## config.mk

```make
export PLATFORM = sky130hd
export DESIGN_NAME = fpm_mul_unit
export DESIGN_NICKNAME = d
export VERILOG_FILES = /design/src/logic/fpm_pkg.sv /design/src/logic/fpm_mul_unit.sv
export VERILOG_INCLUDE_DIRS = /design/src /design/src/logic
export SDC_FILE = /design/constraint.sdc
export NUM_CORES = 2
export LEC_CHECK = 0
export BUFFER_PORTS_ARGS = -buffer_cell sky130_fd_sc_hd__buf_4
export CORE_MARGIN = 1
export CORE_UTILIZATION = 50
export DETAILED_ROUTE_END_ITERATION = 7
export GPL_TIMING_DRIVEN = 1
export PLACE_DENSITY = 0.77
export SYNTH_ARGS = -nofsm -noshare
export SYNTH_HDL_FRONTEND = slang
export SYNTH_SLANG_ARGS = --single-unit
```

## constraint.sdc

```tcl
create_clock -name clk -period 5.9 [get_ports clk]
set_input_delay 1.18 -clock clk [delete_from_list [all_inputs] [get_ports clk]]
set_output_delay 1.18 -clock clk [all_outputs]
set_load 0.05 [all_outputs]
```

## src/logic/fpm_map.svh

```systemverilog
// timing counts, field positions and constants of the multiply unit
`ifndef FPM_MAP_SVH
`define FPM_MAP_SVH

`define FPM_CLK_NS 8
`define FPM_UCYCLE_NS 200
`define FPM_INT_WAIT_UC 2
`define FPM_INT_WAIT_CYC ((`FPM_INT_WAIT_UC*`FPM_UCYCLE_NS)/`FPM_CLK_NS)

`define FPM_BIAS 10'h080
`define FPM_SIGN_BIT 31
`define FPM_EXP_HI 30
`define FPM_EXP_LO 23
`define FPM_FRAC_HI 22

`define FPM_NIB_SP 4'hE
`define FPM_NIB_SP_N 4'h6
`define FPM_NIB_DP_N 4'hE
`define FPM_NIB_INT_N 4'h8

`endif

```

## src/logic/fpm_pkg.sv

```systemverilog
// types shared by the multiply unit and its users
package fpm_pkg;

   typedef enum logic [1:0] {
      FPM_OP_NONE = 2'h0,
      FPM_OP_FMUL = 2'h1,
      FPM_OP_IMUL = 2'h2
   } fpm_op_t;

   typedef struct packed {
      fpm_op_t op;
      logic dbl;
      logic spec1_reg;
      logic spec2_reg;
   } fpm_cmd_t;

   typedef struct packed {
      logic sign;
      logic [7:0] exp;
      logic [55:0] frac;
   } fpm_res_t;

   typedef enum logic [3:0] {
      FPM_S_IDLE = 4'h0,
      FPM_S_LOAD = 4'h1,
      FPM_S_CONT = 4'h3,
      FPM_S_MULW = 4'h2,
      FPM_S_NORM = 4'h6,
      FPM_S_RES = 4'h7,
      FPM_S_IWAIT = 4'hB,
      FPM_S_ILO = 4'hF,
      FPM_S_IHI = 4'hE
   } fpm_state_t;

endpackage

```

## src/logic/fpm_mul_unit.sv

```systemverilog
// floating and integer longword multiply datapath with its sequencer
`timescale 1ns/10ps
`include "fpm_map.svh"

module fpm_mul_unit (
   input wire logic clk,
   input wire logic sys_rst,
   input wire logic instruction_decode_state,
   input wire fpm_pkg::fpm_cmd_t cmd,
   input wire logic [31:0] opa_bus,
   input wire logic [31:0] opb_bus,
   input wire logic ld_a,
   input wire logic ld_b,
   input wire logic ld_ext,
   input wire logic [31:0] ext_a,
   input wire logic [31:0] ext_b,
   input wire logic ops_final,
   input wire logic cpu_sync,
   output logic multiply_continue,
   output logic muldiv_complete,
   output logic res_valid,
   output fpm_pkg::fpm_res_t res_bus_a,
   output logic [31:0] int_word,
   output logic int_hi,
   output logic abort_op,
   output logic busy
);
   import fpm_pkg::*;

   localparam logic [5:0] INT_WAIT = 6'(`FPM_INT_WAIT_CYC - 1);

   fpm_state_t state_r, state_nxt;
   logic is_int_r, dbl_r;
   logic [23:0] multiplicand_fraction_reg, multiplier_fraction_reg;
   logic [31:0] multiplicand_extension_reg, multiplier_extension_reg;
   logic [31:0] integer_multiplicand_reg;
   logic [7:0] exponent_reg_a, exponent_reg_b;
   logic sign_latch_a, sign_latch_b;
   logic [63:0] product_accumulator, low_shift_register, mpl_sh_r;
   logic [63:0] normalize_register;
   logic [3:0] nib_cnt_r, nib_total;
   logic cont_ok_r, start;
   logic [9:0] exp_r;
   logic sign_r;
   logic [5:0] wait_r;
   logic [63:0] mcand, mplier, prod_top, nrm_sh;
   logic [67:0] step_sum;
   logic [3:0] nib;
   logic [56:0] rnd;
   logic zero_op, rsv_op;

   // ****************************************
   // operand registers
   // ****************************************
   always_ff @(posedge clk) begin
      if (sys_rst) begin
         multiplicand_fraction_reg <= 24'h000000;
         multiplier_fraction_reg <= 24'h000000;
         multiplicand_extension_reg <= 32'h00000000;
         multiplier_extension_reg <= 32'h00000000;
         integer_multiplicand_reg <= 32'h00000000;
         exponent_reg_a <= 8'h00;
         exponent_reg_b <= 8'h00;
         sign_latch_a <= 1'b0;
         sign_latch_b <= 1'b0;
      end else if (state_r == FPM_S_IDLE && instruction_decode_state) begin
         // a register-to-register float is assumed, so every copy but multiplicand_extension_reg loads
         exponent_reg_a <= opa_bus[`FPM_EXP_HI:`FPM_EXP_LO];
         sign_latch_a <= opa_bus[`FPM_SIGN_BIT];
         multiplicand_fraction_reg <=
            {|opa_bus[`FPM_EXP_HI:`FPM_EXP_LO], opa_bus[`FPM_FRAC_HI:0]};
         exponent_reg_b <= opb_bus[`FPM_EXP_HI:`FPM_EXP_LO];
         sign_latch_b <= opb_bus[`FPM_SIGN_BIT];
         multiplier_fraction_reg <=
            {|opb_bus[`FPM_EXP_HI:`FPM_EXP_LO], opb_bus[`FPM_FRAC_HI:0]};
         multiplier_extension_reg <= opa_bus;
         integer_multiplicand_reg <= opb_bus;
      end else if (state_r == FPM_S_LOAD) begin
         if (ld_a && is_int_r) begin
            multiplier_extension_reg <= opa_bus;
         end else if (ld_a) begin
            exponent_reg_a <= opa_bus[`FPM_EXP_HI:`FPM_EXP_LO];
            sign_latch_a <= opa_bus[`FPM_SIGN_BIT];
            multiplicand_fraction_reg <=
               {|opa_bus[`FPM_EXP_HI:`FPM_EXP_LO], opa_bus[`FPM_FRAC_HI:0]};
         end
         if (ld_b && is_int_r) begin
            integer_multiplicand_reg <= opb_bus;
         end else if (ld_b) begin
            exponent_reg_b <= opb_bus[`FPM_EXP_HI:`FPM_EXP_LO];
            sign_latch_b <= opb_bus[`FPM_SIGN_BIT];
            multiplier_fraction_reg <=
               {|opb_bus[`FPM_EXP_HI:`FPM_EXP_LO], opb_bus[`FPM_FRAC_HI:0]};
         end
         if (ld_ext && dbl_r && !is_int_r) begin
            multiplicand_extension_reg <= ext_a;
            multiplier_extension_reg <= ext_b;
         end
      end
   end

   always_ff @(posedge clk) begin
      if (sys_rst) begin
         is_int_r <= 1'b0;
         dbl_r <= 1'b0;
      end else if (state_r == FPM_S_IDLE && instruction_decode_state) begin
         is_int_r <= (cmd.op == FPM_OP_IMUL);
         dbl_r <= cmd.dbl && (cmd.op == FPM_OP_FMUL);
      end
   end

   // ****************************************
   // sequencing
   // ****************************************
   // minus zero is reserved; it wins over a plain zero on the other side
   assign rsv_op = (exponent_reg_a == 8'h00 && sign_latch_a) ||
                   (exponent_reg_b == 8'h00 && sign_latch_b);
   assign zero_op = (exponent_reg_a == 8'h00) || (exponent_reg_b == 8'h00);

   always_comb begin
      state_nxt = state_r;
      case (state_r)
         FPM_S_IDLE: begin
            if (instruction_decode_state && cmd.op != FPM_OP_NONE) begin
               if (cmd.spec1_reg && cmd.spec2_reg &&
                   (cmd.op == FPM_OP_IMUL || !cmd.dbl)) begin
                  state_nxt = FPM_S_CONT;
               end else begin
                  state_nxt = FPM_S_LOAD;
               end
            end
         end
         FPM_S_LOAD: begin
            if (ops_final) begin
               state_nxt = FPM_S_CONT;
            end
         end
         FPM_S_CONT: begin
            if (is_int_r) begin
               state_nxt = FPM_S_IWAIT;
            end else if (rsv_op) begin
               state_nxt = FPM_S_IDLE;
            end else if (zero_op) begin
               state_nxt = FPM_S_RES;
            end else begin
               state_nxt = FPM_S_MULW;
            end
         end
         FPM_S_MULW: begin
            if (muldiv_complete) begin
               state_nxt = FPM_S_NORM;
            end
         end
         FPM_S_NORM: state_nxt = FPM_S_RES;
         FPM_S_RES: begin
            if (cpu_sync) begin
               state_nxt = FPM_S_IDLE;
            end
         end
         FPM_S_IWAIT: begin
            if (wait_r == INT_WAIT) begin
               state_nxt = FPM_S_ILO;
            end
         end
         FPM_S_ILO: begin
            if (cpu_sync) begin
               state_nxt = FPM_S_IHI;
            end
         end
         FPM_S_IHI: begin
            if (cpu_sync) begin
               state_nxt = FPM_S_IDLE;
            end
         end
         default: state_nxt = FPM_S_IDLE;
      endcase
   end

   always_ff @(posedge clk) begin
      if (sys_rst) begin
         state_r <= FPM_S_IDLE;
      end else begin
         state_r <= state_nxt;
      end
   end

   always_ff @(posedge clk) begin
      if (sys_rst || state_r != FPM_S_IWAIT) begin
         wait_r <= 6'h00;
      end else begin
         wait_r <= wait_r + 6'h01;
      end
   end

   // ****************************************
   // nibble multiplier
   // ****************************************
   // start in the continue state itself, where the operand registers and
   // the precision flags already hold the final operands
   assign start = (state_r == FPM_S_CONT);
   assign nib_total = is_int_r ? `FPM_NIB_INT_N :
                      (dbl_r ? `FPM_NIB_DP_N : `FPM_NIB_SP_N);

   always_comb begin
      if (is_int_r) begin
         mcand = {32'h00000000, integer_multiplicand_reg};
         mplier = {32'h00000000, multiplier_extension_reg};
      end else if (dbl_r) begin
         mcand = {8'h00, multiplicand_fraction_reg,
                  multiplicand_extension_reg};
         mplier = {8'h00, multiplier_fraction_reg, multiplier_extension_reg};
      end else begin
         mcand = {40'h0000000000, multiplicand_fraction_reg};
         mplier = {40'h0000000000, multiplier_fraction_reg};
      end
   end

   // the integer flavour is decided at decode, so no float setup is ever in flight;
   // the one start in the continue state already uses the integer registers
   assign nib = start ? mplier[3:0] : mpl_sh_r[3:0];
   assign step_sum = {4'h0, start ? 64'h0 : product_accumulator} +
                     ({4'h0, mcand} * {64'h0, nib});

   always_ff @(posedge clk) begin
      if (sys_rst) begin
         product_accumulator <= 64'h0;
         low_shift_register <= 64'h0;
         mpl_sh_r <= 64'h0;
         nib_cnt_r <= 4'h0;
         muldiv_complete <= 1'b0;
      end else if (start) begin
         product_accumulator <= step_sum[67:4];
         low_shift_register <= {step_sum[3:0], 60'h0};
         mpl_sh_r <= {4'h0, mplier[63:4]};
         nib_cnt_r <= 4'h1;
         muldiv_complete <= 1'b0;
      end else if (cont_ok_r && nib_cnt_r != nib_total) begin
         product_accumulator <= step_sum[67:4];
         low_shift_register <= {step_sum[3:0], low_shift_register[63:4]};
         mpl_sh_r <= {4'h0, mpl_sh_r[63:4]};
         nib_cnt_r <= nib_cnt_r + 4'h1;
         muldiv_complete <= (nib_cnt_r + 4'h1 == nib_total);
      end
   end

   always_ff @(posedge clk) begin
      if (sys_rst || start) begin
         cont_ok_r <= 1'b0;
      end else if (multiply_continue) begin
         cont_ok_r <= 1'b1;
      end
   end

   always_ff @(posedge clk) begin
      if (sys_rst) begin
         multiply_continue <= 1'b0;
      end else begin
         multiply_continue <= start;
      end
   end

   // ****************************************
   // exponent, sign and normalize
   // ****************************************
   always_ff @(posedge clk) begin
      if (sys_rst) begin
         exp_r <= 10'h000;
         sign_r <= 1'b0;
      end else if (state_r == FPM_S_CONT) begin
         exp_r <= {2'h0, exponent_reg_a} + {2'h0, exponent_reg_b} -
                  `FPM_BIAS;
         sign_r <= sign_latch_a ^ sign_latch_b;
      end
   end

   assign prod_top = dbl_r ?
      {product_accumulator[55:0], low_shift_register[63:56]} :
      {product_accumulator[23:0], low_shift_register[63:56], 32'h0};

   always_ff @(posedge clk) begin
      if (sys_rst) begin
         normalize_register <= 64'h0;
      end else if (state_r == FPM_S_MULW && dbl_r) begin
         normalize_register <= prod_top;
      end else if (state_r == FPM_S_MULW && muldiv_complete) begin
         normalize_register <= prod_top;
      end
   end

   // product of two fractions in [1/2,1) is at least 1/4: one bit at most
   assign nrm_sh = normalize_register[63] ? normalize_register :
                   {normalize_register[62:0], 1'b0};
   assign rnd = {1'b0, nrm_sh[63:8]} + (dbl_r ? {56'h0, nrm_sh[7]} :
                {24'h0, nrm_sh[39], 32'h0});

   // ****************************************
   // result outputs
   // ****************************************
   always_ff @(posedge clk) begin
      if (sys_rst) begin
         res_bus_a <= '0;
      end else if (state_r == FPM_S_CONT && zero_op && !rsv_op) begin
         res_bus_a <= '0;
      end else if (state_r == FPM_S_NORM) begin
         res_bus_a.sign <= sign_r;
         res_bus_a.exp <= 8'(exp_r - {9'h0, ~normalize_register[63]} +
                          {9'h0, rnd[56]});
         if (rnd[56]) begin
            res_bus_a.frac <= {1'b1, 55'h0};
         end else if (dbl_r) begin
            res_bus_a.frac <= rnd[55:0];
         end else begin
            res_bus_a.frac <= {rnd[55:32], 32'h0};
         end
      end
   end

   always_ff @(posedge clk) begin
      if (sys_rst) begin
         int_word <= 32'h00000000;
         int_hi <= 1'b0;
      end else if (state_r == FPM_S_IWAIT && state_nxt == FPM_S_ILO) begin
         int_word <= low_shift_register[63:32];
         int_hi <= 1'b0;
      end else if (state_r == FPM_S_ILO && cpu_sync) begin
         int_word <= product_accumulator[31:0];
         int_hi <= 1'b1;
      end
   end

   always_ff @(posedge clk) begin
      if (sys_rst) begin
         res_valid <= 1'b0;
         busy <= 1'b0;
      end else begin
         res_valid <= (state_nxt == FPM_S_RES) || (state_nxt == FPM_S_ILO) ||
                      (state_nxt == FPM_S_IHI);
         busy <= (state_nxt != FPM_S_IDLE);
      end
   end

   // abort stays up until the next decode so software-side logic sees it
   always_ff @(posedge clk) begin
      if (sys_rst) begin
         abort_op <= 1'b0;
      end else if (state_r == FPM_S_CONT && !is_int_r && rsv_op) begin
         abort_op <= 1'b1;
      end else if (instruction_decode_state) begin
         abort_op <= 1'b0;
      end
   end
endmodule // fpm_mul_unit

```

Word level (Yosys, flattened, before mapping)
Index checks and enable logic that the tools add are counted.
- mux-type cells: 69
- add/subtract/negate cells: 8
- reduce and logical (&&, ||, !) cells: 55
- $mul: 1
- bitwise operators: 3
- equality and inequality tests: 19
- operators by type and width (cell ; number):
    $mux W64 ; 9
    $mux W32 ; 10
    $mux W56 ; 5
    $mux W24 ; 8
    $mux W60 ; 2
    $add A64 B68 Y68 ; 1
    $mul A64 B4 Y68 ; 1
    $mux W8 ; 8
    $add A56 B33 Y57 ; 1
    $mux W4 ; 10
    $mux W33 ; 1
    $pmux W4 S8 ; 1
    $eq A4 B4 Y1 const B ; 5
    $logic_and A1 B1 Y1 ; 20
    $reduce_bool A2 Y1 ; 9
    $logic_not A8 Y1 ; 2
    $reduce_or A8 Y1 ; 2
    $eq A4 B3 Y1 const B ; 3
    $mux W1 ; 12
    $reduce_and A3 Y1 ; 3
    $add A8 B1 Y8 ; 1
    $add A8 B8 Y8 ; 1
    $eq A4 B2 Y1 const B ; 2
    $reduce_or A2 Y1 ; 4
    22 further kinds ; 34
- input bits: 141
- output and inout bits: 103
- flip-flop bits (word level): 543
- word-level logic and storage cells: 188

Longest topological paths before layout
- word-level depth: 9
- gate-level depth with buffers: 32
- gate-level depth less buffers: 25

Worst setup path before layout
Ideal clock, no wire load.
- path kind: reg-to-reg
- start: reg state_r[3]
- end: reg product_accumulator[56]
- clock period less this slack: 6055 ps
- library setup time: 120 ps
- path buffers: 5
- data arrival time: 5936 ps
- data required time: 5780 ps
- slack: -155 ps
- stages on the path, launching flop included: 26
- cells stage by stage: dfxtp_1 -> clkbuf_1 -> nor2_1 -> nand3_1 -> clkbuf_1 -> a21oi_1 -> a21oi_1 -> clkbuf_1 -> clkbuf_1 -> nor2_1 -> fa_1 -> fa_1 -> inv_1 -> fa_1 -> inv_1 -> ha_1 -> clkbuf_1 -> a21oi_1 -> nand2_1 -> a221oi_1 -> o21ai_0 -> a221o_1 -> a41o_1 -> a21oi_1 -> a211oi_1 -> o31a_1
- longest elaborated chain between the ends: 6
- elaborated cells on any way between the ends: 8
- those cells by class: 1 x add/sub; 1 x mul; 1 x eq/ne; 4 x mux; 1 x reduce/logical
- RTL lines (what ; line ; text):
    start, declared ; fpm_mul_unit.sv:32 ; fpm_state_t state_r, state_nxt;
    start signal, assigned ; fpm_mul_unit.sv:183 ; state_r <= state_nxt;
    $eq A4 B2 Y1 * ; fpm_mul_unit.sv:200 ; assign start = (state_r == FPM_S_CONT);
    $mux W4 ; fpm_mul_unit.sv:220 ; assign nib = start ? mplier[3:0] : mpl_sh_r[3:0];
    $mul A64 B4 Y68 ; fpm_mul_unit.sv:222 ; ({4'h0, mcand} * {64'h0, nib});
    $add A64 B68 Y68 ; fpm_mul_unit.sv:221 ; assign step_sum = {4'h0, start ? 64'h0 : product_accumulator} +
    $mux W64 ; fpm_mul_unit.sv:237 ; end else if (cont_ok_r && nib_cnt_r != nib_total) begin
    $mux W64 ; fpm_mul_unit.sv:231 ; end else if (start) begin
    end signal, assigned ; fpm_mul_unit.sv:232 ; product_accumulator <= step_sum[67:4];
    end signal, assigned ; fpm_mul_unit.sv:238 ; product_accumulator <= step_sum[67:4];
    end, declared ; fpm_mul_unit.sv:39 ; logic [63:0] product_accumulator, low_shift_register, mpl_sh_r;
Mark *: on every way between the ends. The rest lies on a longest branch, timed or not. The select of a mux whose other input is x is not followed.
A chain may end at the register's enable or synchronous reset.

Worst setup path in the final report
- start: reg dbl_r
- end: reg product_accumulator[50]
- longest elaborated chain between the ends: 7
- elaborated cells on any way between the ends: 14
- those cells by class: 1 x add/sub; 1 x mul; 1 x eq/ne; 9 x mux; 2 x reduce/logical
- RTL lines (what ; line ; text):
    start, declared ; fpm_mul_unit.sv:33 ; logic is_int_r, dbl_r;
    start signal, assigned ; fpm_mul_unit.sv:108 ; dbl_r <= cmd.dbl && (cmd.op == FPM_OP_FMUL);
    $mux W56 ; fpm_mul_unit.sv:208 ; end else if (dbl_r) begin
    $mux W56 ; fpm_mul_unit.sv:205 ; if (is_int_r) begin
    $mux W4 ; fpm_mul_unit.sv:220 ;
    $mul A64 B4 Y68 ; fpm_mul_unit.sv:222 ;
    $add A64 B68 Y68 ; fpm_mul_unit.sv:221 ;
    $mux W64 ; fpm_mul_unit.sv:237 ;
    $mux W64 ; fpm_mul_unit.sv:231 ;
Parallel ways exist; a longest one is shown, timed or not. The select of a mux whose other input is x is not followed.

==> results.json <==
{
  "r2r_cells": 21,
  "drive_above_1_share_pct": 15.3,
  "cp-start-kind": "flip-flop",
  "path_cells": "buf_6 -> buf_12 -> mux2i_1 -> nor2_1 -> a21oi_1 -> buf_4 -> nor2_1 -> fa_1 -> fa_1 -> fa_1 -> ha_1 -> a21oi_1 -> nand2_1 -> a221oi_1 -> buf_4 -> a21oi_1 -> or4_4 -> a31o_4 -> a31oi_2 -> nor3_1 -> a211o_1",
  "drcViolationCount": 0,
  "setup_slack_ns": 0.162,
  "syn2layout_area_growth_pct": 18.4,
  "hold_ws_ns": 0.450,
  "synth-seq-cells": 490,
  "ys_warn_count": 0,
  "numCtsBuffers": 52,
  "grt_pass1_wl_um": 157000,
  "num_vias": 29500,
  "cts_sinks": 490,
  "regMostFlops": "res_bus_a",
  "cp_data_required_time_ns": 6.40,
  "status": "finished clean",
  "tightest_slew_ns": 1.18,
  "clock_latency_ns": 0.64,
  "finalWirelength_um": 102000,
  "ys_top_cells_by_area": "dfxtp_1 32%, fa_1 11%, nand2_1 8.8%",
  "via_per_inst": 5.88,
  "synth_cell_types": 85,
  "leakagePower_nw": 14.8,
  "synth_edf_count": 0,
  "dieArea_sq_um": 63100,
  "synth_seq_area_share_pct": 31.6,
  "final_cell_mix": "723 x nand2_1, 507 x nor2_1, 487 x dfxtp_1, 421 x buf_4, 346 x a21oi_1",
  "min_period_ns": 5.74,
  "place_hpwl_um": 76100,
  "postSynthAreaPerCell_sq_um": 7.83,
  "hold_viol_final": 0,
  "synthFlopType": "dfxtp_1",
  "die_y_um": 251,
  "root_buffer": "clkbuf_16",
  "grt.overflow.total": 0,
  "p_seq_share_pct": 43.7,
  "setup_viol": 0,
  "irDropWorstVdd_uv": 228,
  "p_comb_share_pct": 13.1,
  "synth_area_sq_um": 31100,
  "timing.final.crit_share_pct": 97.3,
  "crit_fanout": 20,
  "async_flop_share_pct": 0,
  "grt_usage_pct": 31.4,
  "r2r-start": "dbl_r",
  "largest_reg_flops": 65,
  "cts.clk_slew.worst_paths_ns": 0.07,
  "cts_tree": "built",
  "p_sw_mw": 2.28,
  "dr.pass1.iters": 6,
  "hp-start": "res_bus_a[21]",
  "die_w_um": 251,
  "numPortBuffers": 243,
  "placed_area_sq_um": 34400,
  "rrSetupSlack_ns": 0.16,
  "routabilityCongestion": 0.995,
  "reg.largest.list": "res_bus_a (65), normalize_register (58), product_accumulator (57)",
  "antenna_found_initial": 2,
  "multi_input_area_sq_um": 19700,
  "final_max_slew_viol_count": 0,
  "layout_commonest_cell": "nand2_1",
  "max_slew_margin_pct": 21.1,
  "rows": 90,
  "maxCapViolCount": 0,
  "r2r_end": "product_accumulator[50]",
  "final_util_pct": 60.5,
  "ant_nets": 0,
  "post-place-ws_ns": -0.125,
  "ctsHoldBuffers": 0,
  "pin_count": 244,
  "start_util_pct": 51.1,
  "synth_nets": 4369,
  "endpoint_kind": "flip-flop",
  "powerDensity_nw_per_um2": 222,
  "synth_top_area_share_pct": 31.6,
  "finalNetCount": 4598,
  "crit_type": "flip-flop to flip-flop",
  "grt_pass1_vias": 27800,
  "min_to": "res_bus_a[21]",
  "h-tree-depth": 2,
  "synth_area_leader_cell": "dfxtp_1",
  "holdPathStages": 2,
  "diodes": 0,
  "swShare_pct": 27.9,
  "intPower_mw": 5.90,
  "power.share.clock_pct": 43.2,
  "regArea_sq_um": 9820,
  "core-area_sq_um": 60800,
  "post_drt_wl_per_cell_um": 20.3,
  "clock_path_buffers": 3,
  "finalPower_mw": 8.18,
  "nFillCells": 5390,
  "slowest_stage": "fa_1",
  "syn_inst": 3965,
  "max_freq_mhz": 174,
  "cp_slowest_stage_delay_ns": 0.54,
  "stdcell_area_sq_um": 36800,
  "drtIter0Drc": 3058,
  "finClkSkew_ns": 0.0433,
  "hold_path.class": "flip-flop to flip-flop",
  "grt_max_degree": 101,
  "arrival_ns": 6.24
}
==> synth_stat cells, types with 6 or more instances <==
library cell  count
dfxtp_1         490
buf_1            23
a21oi_1         375
o21ai_0         117
mux2_2            6
o211ai_1         10
or3_1            10
a31oi_1          21
ha_1             97
mux2i_1         144
nor4_1           16
and3_1           16
o21bai_1         11
nor2_1          516
a21boi_0          8
and2_1           52
buf_2             7
a211oi_1        171
nand3_1          55
o22ai_1           8
a32o_1            9
o21a_1            6
nand2_1         727
a22o_1            6
or2_2            14
nand2b_1         11
a22oi_1          45
xor2_1           40
nor2b_1          26
a21o_1           42
nand4_1          30
inv_1           235
nor4b_1           7
fa_1            166
xnor2_1          69
nor3_1           30
clkbuf_1        234
a311oi_1         31
==> routing by layer <==
| layer | share of wire [%] | vias up | routed length (um) | GRT usage (%) |
|---|---|---|---|---|
| li1 | - | 13900 | - | - |
| met1 | 43 | 14100 | 43300 | 43.1 |
| met2 | 45 | 1300 | 45400 | 49.7 |
| met3 | 9.0 | 236 | 9130 | 5.25 |
| met4 | 3.9 | 4 | 3970 | 11.5 |
| met5 | 0.026 | - | 26 | 0 |
==> worst max-delay path: cells and delay by family, from the launching register on <==
family | cells | cell delay, ns
fa+ha+maj | 4 | 1.90
mux | 1 | 0.21
compound gates | 7 | 1.62
flops | 1 | 0.38
simple gates | 5 | 0.74
buf+inv | 4 | 0.77
==> power groups by stage <==
stage / combinational (mW) / clock (mW) / sequential, mW
after global routing: 1.15 / 3.70 / 3.58
after global placement: 0.984 / 0 / 3.63
final: 1.08 / 3.53 / 3.58
after detailed placement: 0.998 / 0 / 3.64
after floorplan: 0.600 / 0 / 3.59
after CTS: 1.01 / 3.55 / 3.56
==> timing repair <==
item,CTS,global route
setup endpoints to repair,8,27
pin swaps,0,8
setup buffers,0,15
gates resized for setup,9,67
gates cloned,1,6
==> worst max-delay path by stage <==
stage	from	to	slack, ns	depth (start not counted)
2_1_floorplan	state_r[1]	product_accumulator[56]	0.05	23
3_3_place_gp	dbl_r	product_accumulator[50]	-0.02	22
3_5_place_dp	dbl_r	product_accumulator[50]	-0.12	22
4_1_cts	dbl_r	product_accumulator[50]	0.02	23
5_1_grt	is_int_r	product_accumulator[45]	-0.04	26
6_report	dbl_r	product_accumulator[50]	0.16	21
==> cell families after synthesis <==
group | count (synthesis) | share of synthesized area (%)
flops | 490 | 31.6
buf+inv | 505 | 6.33
simple gates | 1537 | 21.0
xor+xnor | 109 | 3.07
fa+ha+maj | 263 | 14.6
mux | 151 | 4.89
compound gates | 910 | 18.5
==> layout make-up <==
class | instances | area share, %
tap | 782 | 2.66
clock inverter | 29 | 1.06
sequential | 490 | 26.7
multi-input combinational | 2974 | 53.5
timing repair buffer | 440 | 9.63
inverter | 236 | 2.41
clock buffer | 67 | 3.99
==> metrics by stage <==
step,std cells,setup TNS (ns)
2_1_floorplan,3965,0
3_3_place_gp,4900,-0.0241
3_5_place_dp,4900,-0.475
4_1_cts,4997,0
5_1_grt,5018,-0.171
6_report,5018,0
Power figures use the tool's default switching activity.
